## config.mk

```make
export PLATFORM = sky130hd
export DESIGN_NAME = cpsh_pin_mux
export DESIGN_NICKNAME = d
export VERILOG_FILES = /design/src/core/cpsh_pkg.sv /design/src/core/cpsh_sync.sv /design/src/core/cpsh_pin_mux.sv
export SDC_FILE = /design/constraint.sdc
export NUM_CORES = 1
export LEC_CHECK = 0
export ABC_AREA = 1
export BUFFER_PORTS_ARGS = -buffer_cell sky130_fd_sc_hd__buf_2
export CAP_MARGIN = 20
export CORE_MARGIN = 2
export CORE_UTILIZATION = 51
export CTS_CLUSTER_SIZE = 25
export DETAILED_ROUTE_END_ITERATION = 10
export PLACE_DENSITY_LB_ADDON = 0.08
export SLEW_MARGIN = 5
export SYNTH_ARGS = -nofsm -noshare
export SYNTH_HDL_FRONTEND = slang
export SYNTH_HIERARCHICAL = 1
export SYNTH_SLANG_ARGS = --single-unit
```

## constraint.sdc

```tcl
create_clock -name clk -period 2.8 [get_ports clk]
set_clock_uncertainty 0.1 [all_clocks]
set_input_delay 0.14 -clock clk [delete_from_list [all_inputs] [get_ports clk]]
set_output_delay 0.14 -clock clk [all_outputs]
set_load 0.005 [all_outputs]
```

## src/core/cpsh_pkg.sv

```systemverilog
/*
 * Constants shared by the configuration pin sharing block: shared pin indices,
 * pin group masks, one-hot state and mode codes, and values after reset.
 * Assumes a single 100 MHz clock; no timing constants are needed here.
 */
package cpsh_pkg;

   // =====================================================================
   // shared pin map
   // =====================================================================
   localparam int CPSH_NPINS = 7;
   localparam int CPSH_PIN_TDO = 0;   // test out, serial target out in config
   localparam int CPSH_PIN_TDI = 1;   // test in, serial target in
   localparam int CPSH_PIN_TMS = 2;   // test mode, serial target select
   localparam int CPSH_PIN_TCK = 3;   // test clock, serial target clock
   localparam int CPSH_PIN_SDA = 4;   // two-wire data
   localparam int CPSH_PIN_SCL = 5;   // two-wire clock
   localparam int CPSH_PIN_CHAIN = 6; // daisy-chain select out

   localparam logic [6:0] CPSH_TEST_MASK = 7'h0F;
   localparam logic [6:0] CPSH_TDO_MASK = 7'h01;
   localparam logic [6:0] CPSH_SPI_DRV_MASK = 7'h01;
   localparam logic [6:0] CPSH_TWI_MASK = 7'h30;
   localparam logic [6:0] CPSH_CHAIN_MASK = 7'h40;
   localparam logic [6:0] CPSH_NONE_MASK = 7'h00;

   // =====================================================================
   // states and modes
   // =====================================================================
   typedef enum logic [6:0] {
      CPSH_IDLE     = 7'h01,
      CPSH_INIT     = 7'h02,
      CPSH_INIT_REL = 7'h04,
      CPSH_DETECT   = 7'h08,
      CPSH_LOAD     = 7'h10,
      CPSH_DONE_REL = 7'h20,
      CPSH_USER     = 7'h40
   } cpsh_state_t;

   typedef enum logic [2:0] {
      CPSH_MODE_NONE = 3'h1,
      CPSH_MODE_SPI  = 3'h2,
      CPSH_MODE_TWI  = 3'h4
   } cpsh_mode_t;

   // =====================================================================
   // values after reset
   // =====================================================================
   localparam logic [6:0] CPSH_PINS_RST = 7'h00;
   localparam logic [10:0] CPSH_SYNC_RST = 11'h7FF; // pins idle high
endpackage

```

## src/core/cpsh_sync.sv

```systemverilog
/*
 * Two-flop level synchroniser for a bundle of pin inputs.
 * Assumes the inputs are asynchronous to clk; the first stage is read only
 * by the second stage.
 */
`timescale 1ns/1ns
module cpsh_sync
   import cpsh_pkg::*;
(
   input wire logic clk,
   input wire logic rst_n,
   input wire logic [10:0] d,
   output logic [10:0] q
);

   logic [10:0] meta_r;

   // =====================================================================
   // two stages, both reset to idle-high
   // =====================================================================
   always_ff @(posedge clk or negedge rst_n) begin
      if (!rst_n) begin
         meta_r <= CPSH_SYNC_RST;
         q <= CPSH_SYNC_RST;
      end else begin
         meta_r <= d;
         q <= meta_r;
      end
   end
endmodule

```

## src/core/cpsh_pin_mux.sv

```systemverilog
/*
 * Configuration pin sharing and status-pin handshake: sequences start,
 * initialization and completion on two open-drain status pins, detects the
 * configuration port mode, and steers the seven shared pins between the
 * configuration engine, the test port, dedicated blocks and GPIO.
 * Assumes the configuration engine and user logic run on clk; all pin
 * inputs are asynchronous and are synchronised here.
 */
// Operation
// - request pin low starts configuration
// - pull init status low when starting
// - release init status after initialization finishes
// - no download while init status reads low
// - status pins are open-drain, pull low only
// - completion pin low throughout configuration
// - no wake-up while completion pin reads low
// - test select high routes pins to test port (here test out reaches pin 0 in user mode only)
// - test select low gives GPIO or function
// - bitstream selects GPIO or function per pin
// - two-wire mode uses data and clock pins
// - serial target drives out, master drives rest
// - daisy-chain mode drives chain select out
// - user mode pins act as GPIO or function
// - user mode links two-wire pins to user port
// - detect serial or two-wire mode at activation
// - user pins tri-stated with pull-down in configuration
// - unused configuration pins tri-stated during configuration
`timescale 1ns/1ns
module cpsh_pin_mux
   import cpsh_pkg::*;
(
   input wire logic clk,
   input wire logic rst_n,
   // request and status pins
   input wire logic config_request_n,
   input wire logic init_status_n_in,
   output logic init_status_n_out,
   output logic init_status_n_oe,
   input wire logic cfg_done_n_in,
   output logic cfg_done_n_out,
   output logic cfg_done_n_oe,
   input wire logic test_select,
   // shared pins
   input wire logic [6:0] pin_in,
   output logic [6:0] pin_out,
   output logic [6:0] pin_oe,
   output logic pulldown_en,
   // configuration engine side
   input wire logic engine_init_done,
   input wire logic engine_load_done,
   input wire logic chain_en,
   input wire logic chain_select_out_n,
   input wire logic [6:0] cfg_out,
   input wire logic [6:0] cfg_oe,
   output logic download_go,
   output logic mode_spi,
   output logic mode_twi,
   output logic user_mode,
   // user side
   input wire logic [6:0] func_sel,
   input wire logic [6:0] func_out,
   input wire logic [6:0] func_oe,
   input wire logic [6:0] gpio_out,
   input wire logic [6:0] gpio_oe,
   output logic [6:0] pin_level,
   input wire logic test_out,
   input wire logic test_out_en,
   output logic test_in,
   output logic test_mode,
   output logic test_clk
);

   // =====================================================================
   // synchronised pin levels
   // =====================================================================
   logic [10:0] sync_q;
   logic [6:0] pin_s;
   logic req_n_s, init_s, done_s, test_s;
   logic scl_prev_r;

   cpsh_sync u_sync (
      .clk(clk),
      .rst_n(rst_n),
      .d({test_select, cfg_done_n_in, init_status_n_in, config_request_n, pin_in}),
      .q(sync_q)
   );

   assign pin_s = sync_q[6:0];
   assign req_n_s = sync_q[7];
   assign init_s = sync_q[8];
   assign done_s = sync_q[9];
   assign test_s = sync_q[10];

   // =====================================================================
   // sequencer
   // =====================================================================
   cpsh_state_t state_r, state_nxt;
   cpsh_mode_t mode_r, mode_nxt;
   logic in_cfg, scl_fall;

   assign in_cfg = (state_nxt != CPSH_IDLE) && (state_nxt != CPSH_USER);
   assign scl_fall = scl_prev_r && !pin_s[CPSH_PIN_SCL];

   // next state: each status release waits for its pin to read high
   always_comb begin
      state_nxt = state_r;
      case (state_r)
         CPSH_IDLE, CPSH_USER: begin
            if (!req_n_s) begin
               state_nxt = CPSH_INIT;
            end
         end
         CPSH_INIT: begin
            if (engine_init_done) begin
               state_nxt = CPSH_INIT_REL;
            end
         end
         CPSH_INIT_REL: begin
            if (init_s) begin
               state_nxt = CPSH_DETECT;
            end
         end
         CPSH_DETECT: begin
            if (mode_nxt != CPSH_MODE_NONE) begin
               state_nxt = CPSH_LOAD;
            end
         end
         CPSH_LOAD: begin
            if (engine_load_done) begin
               state_nxt = CPSH_DONE_REL;
            end
         end
         CPSH_DONE_REL: begin
            if (done_s) begin
               state_nxt = CPSH_USER;
            end
         end
         default: begin
            state_nxt = CPSH_IDLE;
         end
      endcase
   end

   // port mode: select low means serial target, a falling clock means two-wire
   always_comb begin
      mode_nxt = mode_r;
      if (state_r == CPSH_INIT) begin
         mode_nxt = CPSH_MODE_NONE;
      end else if (state_r == CPSH_DETECT) begin
         if (!pin_s[CPSH_PIN_TMS]) begin
            mode_nxt = CPSH_MODE_SPI;
         end else if (scl_fall) begin
            mode_nxt = CPSH_MODE_TWI;
         end
      end
   end

   // =====================================================================
   // pin steering
   // =====================================================================
   logic [6:0] use_mask, cfg_oe_nxt, cfg_val_nxt, test_mask, tdo_drv;
   logic [6:0] usr_oe_nxt, usr_val_nxt, oe_nxt, val_nxt;
   logic cfg_port_on;

   // the engine only reaches pins of its own mode; others stay tri-stated
   assign cfg_port_on = (state_nxt == CPSH_DETECT) || (state_nxt == CPSH_LOAD);
   assign use_mask = (mode_nxt == CPSH_MODE_SPI) ? CPSH_SPI_DRV_MASK :
                     (mode_nxt == CPSH_MODE_TWI) ? CPSH_TWI_MASK : CPSH_NONE_MASK;
   // two-wire lines are open-drain, so the engine may only pull them low
   assign cfg_oe_nxt = ((cfg_port_on ? (cfg_oe & use_mask) : CPSH_NONE_MASK)
                       | ((in_cfg && chain_en) ? CPSH_CHAIN_MASK : CPSH_NONE_MASK));
   assign cfg_val_nxt = (mode_nxt == CPSH_MODE_TWI) ? (cfg_out & ~CPSH_TWI_MASK) : cfg_out;

   // test select takes the four test pins away from the bitstream choice
   assign test_mask = test_s ? CPSH_TEST_MASK : CPSH_NONE_MASK;
   assign tdo_drv = (test_s && test_out_en) ? CPSH_TDO_MASK : CPSH_NONE_MASK;
   assign usr_oe_nxt = (~test_mask & ((func_sel & func_oe) | (~func_sel & gpio_oe)))
                       | tdo_drv;
   assign usr_val_nxt = (~test_mask & ((func_sel & func_out) | (~func_sel & gpio_out)))
                        | (test_out ? tdo_drv : CPSH_NONE_MASK);

   assign oe_nxt = (state_nxt == CPSH_USER) ? usr_oe_nxt : cfg_oe_nxt;
   assign val_nxt = (state_nxt == CPSH_USER) ? usr_val_nxt
                    : {chain_select_out_n, cfg_val_nxt[5:0]};

   // =====================================================================
   // registers; every output but the two constant-low status values is a flop, fed from the next state or the synchronised pins
   // =====================================================================
   logic init_oe_r, done_oe_r, pd_r, go_r, user_r;
   logic [6:0] pin_out_r, pin_oe_r, level_r;
   logic tin_r, tms_r, tck_r;

   always_ff @(posedge clk or negedge rst_n) begin
      if (!rst_n) begin
         state_r <= CPSH_IDLE;
         mode_r <= CPSH_MODE_NONE;
         scl_prev_r <= 1'b1;
         init_oe_r <= 1'b0;
         done_oe_r <= 1'b0;
         pd_r <= 1'b1;
         go_r <= 1'b0;
         user_r <= 1'b0;
         pin_out_r <= CPSH_PINS_RST;
         pin_oe_r <= CPSH_PINS_RST;
         level_r <= CPSH_PINS_RST;
         tin_r <= 1'b0;
         tms_r <= 1'b0;
         tck_r <= 1'b0;
      end else begin
         state_r <= state_nxt;
         mode_r <= mode_nxt;
         scl_prev_r <= pin_s[CPSH_PIN_SCL];
         init_oe_r <= (state_nxt == CPSH_INIT);
         done_oe_r <= in_cfg && (state_nxt != CPSH_DONE_REL);
         pd_r <= (state_nxt != CPSH_USER);
         go_r <= (state_nxt == CPSH_LOAD);
         user_r <= (state_nxt == CPSH_USER);
         pin_out_r <= val_nxt;
         pin_oe_r <= oe_nxt;
         level_r <= pin_s;
         tin_r <= test_s && pin_s[CPSH_PIN_TDI];
         tms_r <= test_s ? pin_s[CPSH_PIN_TMS] : 1'b1;
         tck_r <= test_s && pin_s[CPSH_PIN_TCK];
      end
   end

   // open drain: the line is only ever pulled low, never driven high
   assign init_status_n_out = 1'b0;
   assign cfg_done_n_out = 1'b0;
   assign init_status_n_oe = init_oe_r;
   assign cfg_done_n_oe = done_oe_r;
   assign pin_out = pin_out_r;
   assign pin_oe = pin_oe_r;
   assign pulldown_en = pd_r;
   assign download_go = go_r;
   assign mode_spi = mode_r[1]; // one-hot bit of the serial target code, straight from the flop
   assign mode_twi = mode_r[2]; // one-hot bit of the two-wire code
   assign user_mode = user_r;
   assign pin_level = level_r;
   assign test_in = tin_r;
   assign test_mode = tms_r;
   assign test_clk = tck_r;
endmodule

```

==> results.py <==
metrics = {
    "power": {
        "ir_worst_vdd_v": 0.000471,
        "p_leak_uw": 0.00187,
        "p_per_area_nw_per_um2": 634,
        "power_uw": 2260,
    },
    "floorplan": {
        "dieArea_um2": 5570,
        "ioPinCount": 101,
        "die_w_um": 74.6,
        "fp.dieH_um": 74.6,
        "core_area_um2": 4750,
        "rows": 25,
        "start_util_pct": 53.5,
    },
    "global_route": {
        "grt_max_degree": 63,
        "grt.total_usage_pct": 20.4,
        "grt_pass1_wl_um": 8200,
        "grt_pass1_vias": 1920,
        "antenna_found_initial": 0,
        "grt.overflow.total": 0,
    },
    "drt": {
        "drtPass1Iterations": 4,
        "drc": 0,
        "drtIter0Drc": 76,
        "vias": 2043,
        "drt-total-wl_um": 5360,
        "wire_per_inst_um": 12.1,
        "ant_nets": 0,
        "via_per_inst": 4.60,
    },
    "timing": {
        "slew_viol_final": 0,
        "slew_headroom_pct": 51.3,
        "setup_viol": 0,
        "finalCriticalPeriod_ps": 2660,
        "worst_pin_slew_ps": 730,
        "rsz0062_at_grt": "no",
        "final.setup.tns_ps": 0,
        "fin_ws_ps": 144,
        "hold_ws_ps": 17.2,
        "hold_viol_final": 0,
        "fin_crit_sh_pct": 94.8,
        "fmax_ghz": 0.377,
    },
    "critical_path": {
        "reg2reg_to": "pin_oe[5]$_DFF_PN0_",
        "crit_fanout": 8,
        "regToRegStartpoint": "state_r[3]$_DFF_PN0_",
        "end_kind": "register",
        "startpoint": "state_r[3]$_DFF_PN0_",
        "crit_arrival_ps": 2830,
        "r2r_setup_slack_ps": 140,
        "worst-r2r-cell-count": 9,
        "crit_type": "reg -> reg",
        "critical_path_required_ps": 2970,
        "startpoint_type": "register",
    },
    "placed_design": {
        "gp_congestion": 0.828,
        "io_buffer_count": 93,
        "place_hpwl_um": 3590,
        "pre_cts_ws_ps": 939,
        "dp.cells": 397,
    },
    "yosys": {
        "synth.avg_cell_area_um2": 10.7,
        "netlist_instances": 238,
        "synthAdderAreaFrac_pct": 0,
        "ys_top_cells_by_area": "dfrtp_1 35%, dfstp_2 27%, nand2_1 6.0%",
        "netlist_area_um2": 2540,
        "synthFlopType": "dfrtp_1",
        "synth.ff_latch_count": 62,
        "synth_common_cells": "41 x nand2_1, 36 x dfrtp_1, 31 x inv_1",
        "synthMuxAreaShare_pct": 0,
        "synthDominantAreaCellType": "dfrtp_1",
        "netlist.area_leader.share_pct": 35.4,
        "synth_compound_area_share_pct": 8.80,
        "synth-simple-area-share_pct": 21.8,
        "ys_async_sr_fraction_pct": 100,
        "yosysSeqAreaShare_pct": 62.2,
        "ys_types": 30,
        "synth_top_family_by_area": "simple AND/OR/NAND/NOR gates",
        "yosys_warnings": 6,
        "synth_edf_count": 0,
        "synth-xor-area-share_pct": 0,
        "yosys.cell_count.top_type": "nand2_1",
    },
    "final_layout": {
        "multi_input_area_um2": 791,
        "syn_to_final_growth_pct": 40.2,
        "seqCellArea_um2": 1580,
        "layoutNonFillerInstCount": 444,
        "final_nets": 440,
        "drive_gt1_share_pct": 46.2,
        "fill_cells": 328,
        "diodes": 0,
    },
    "run_status": {
        "status": "finished clean",
    },
    "worst_hold_path": {
        "holdPathStages": 3,
        "min_path_type": "in -> reg",
        "hp-start": "gpio_out[6]",
        "min_to": "pin_out[6]$_DFF_PN0_",
    },
    "clock_network": {
        "clk_pin_slew_worst_paths_ps": 80,
        "cts-htree-levels": 3,
        "cts_buffer_depth": 2,
        "tritoncts": "done",
        "worstSkewPairLatency_ps": 330,
        "cts_made_buffers": 9,
        "clockRootBuffer": "clkbuf_8",
        "clkSinkCount": 62,
    },
    "run": {
        "cap_violations": 0,
    },
}
-- cells by family after synthesis --
| family | count (synthesis) |
|---|---|
| buffers and inverters | 40 |
| and+or+nand+nor | 102 |
| other | 1 |
| AOI/OAI and AO/OA | 33 |
| DFF | 62 |
-- power by group --
part	switching (µW)	total, µW	internal (µW)	leakage, µW
combinational	272	491	219	0.00105
clock	380	721	340	0.0000931
sequential	46.9	1050	1000	0.000733
-- area by class of cell --
cell class | instances | area share, %
multi-input cells | 137 | 22.2
clock inverters | 7 | 1.75
clock buffers | 9 | 3.47
repair buffers | 125 | 21.8
inverters | 37 | 4.03
well taps | 67 | 2.35
flip-flops and latches | 62 | 44.4
-- cell usage in the layout, fill, tap and decap left out, types with 5 or more instances in the layout --
cell type	instances
nand2_2	8
nand3_2	6
dlygate4sd3_1	29
inv_6	5
nand3_1	9
buf_2	93
o21ai_0	19
dfrtp_1	36
nor2_1	23
nand2_1	41
clkbuf_8	9
dfstp_2	26
inv_1	31
inv_2	5
-- worst max-delay path, cell delays in order (launching register included) --
cell and delay, ps:
dfrtp_1 440, nor2_4 170, nand2_2 100, o22ai_4 240, nand3_4 130, nand2_8 120, o211ai_1 90, dlygate4sd3_1 570
nand2_1 70, dlygate4sd3_1 560
-- sequential cells by signal, summed over array words and instances, names as in the netlist --
| signal | count |
|---|---|
| cfg_done_n_oe | 1 |
| download_go | 1 |
| init_status_n_oe | 1 |
| mode_r | 3 |
| pin_level | 7 |
| pin_oe | 7 |
| pin_out | 7 |
| pulldown_en | 1 |
| scl_prev_r | 1 |
| state_r | 7 |
| test_clk | 1 |
| test_in | 1 |
| test_mode | 1 |
| u_sync/meta_r | 11 |
| u_sync/q | 11 |
| user_mode | 1 |
-- stage by stage --
step	util, %	cell area, µm²
after detailed placement	64.6	3070
after floorplan	-	2550
after CTS	74.6	3550
final	75.0	3570
after global routing	75.0	3570
after global placement	64.6	3070
-- metal layers --
layer | wire length (µm) | global-route usage, % | vias to the layer above
met3 | 270 | 7.36 | 12
met2 | 2910 | 33.8 | 64
li1 | - | - | 1026
met4 | 87 | 10.1 | 0
met5 | 0 | 0 | -
met1 | 2090 | 23.4 | 941
-- how the worst max path moves through the flow --
stage	endpoint	slack, ps	cells after the start
6_report	pin_oe[5]$_DFF_PN0_	140	9
5_1_grt	pin_oe[5]$_DFF_PN0_	10	9
4_1_cts	pin_oe[5]$_DFF_PN0_	180	9
3_5_place_dp	pin_oe[4]$_DFF_PN0_	940	12
3_3_place_gp	pin_oe[4]$_DFF_PN0_	980	12
2_1_floorplan	pin_out[1]$_DFF_PN0_	1190	9
-- timing repair --
item                                   in CTS  in global routing
setup endpoints to repair                   0                  1
buffers inserted                            0                  2
endpoints found under the hold margin      61                  0
gates resized for setup                     0                  1
hold buffers                               29                  0
Power figures use the tool's default switching activity.
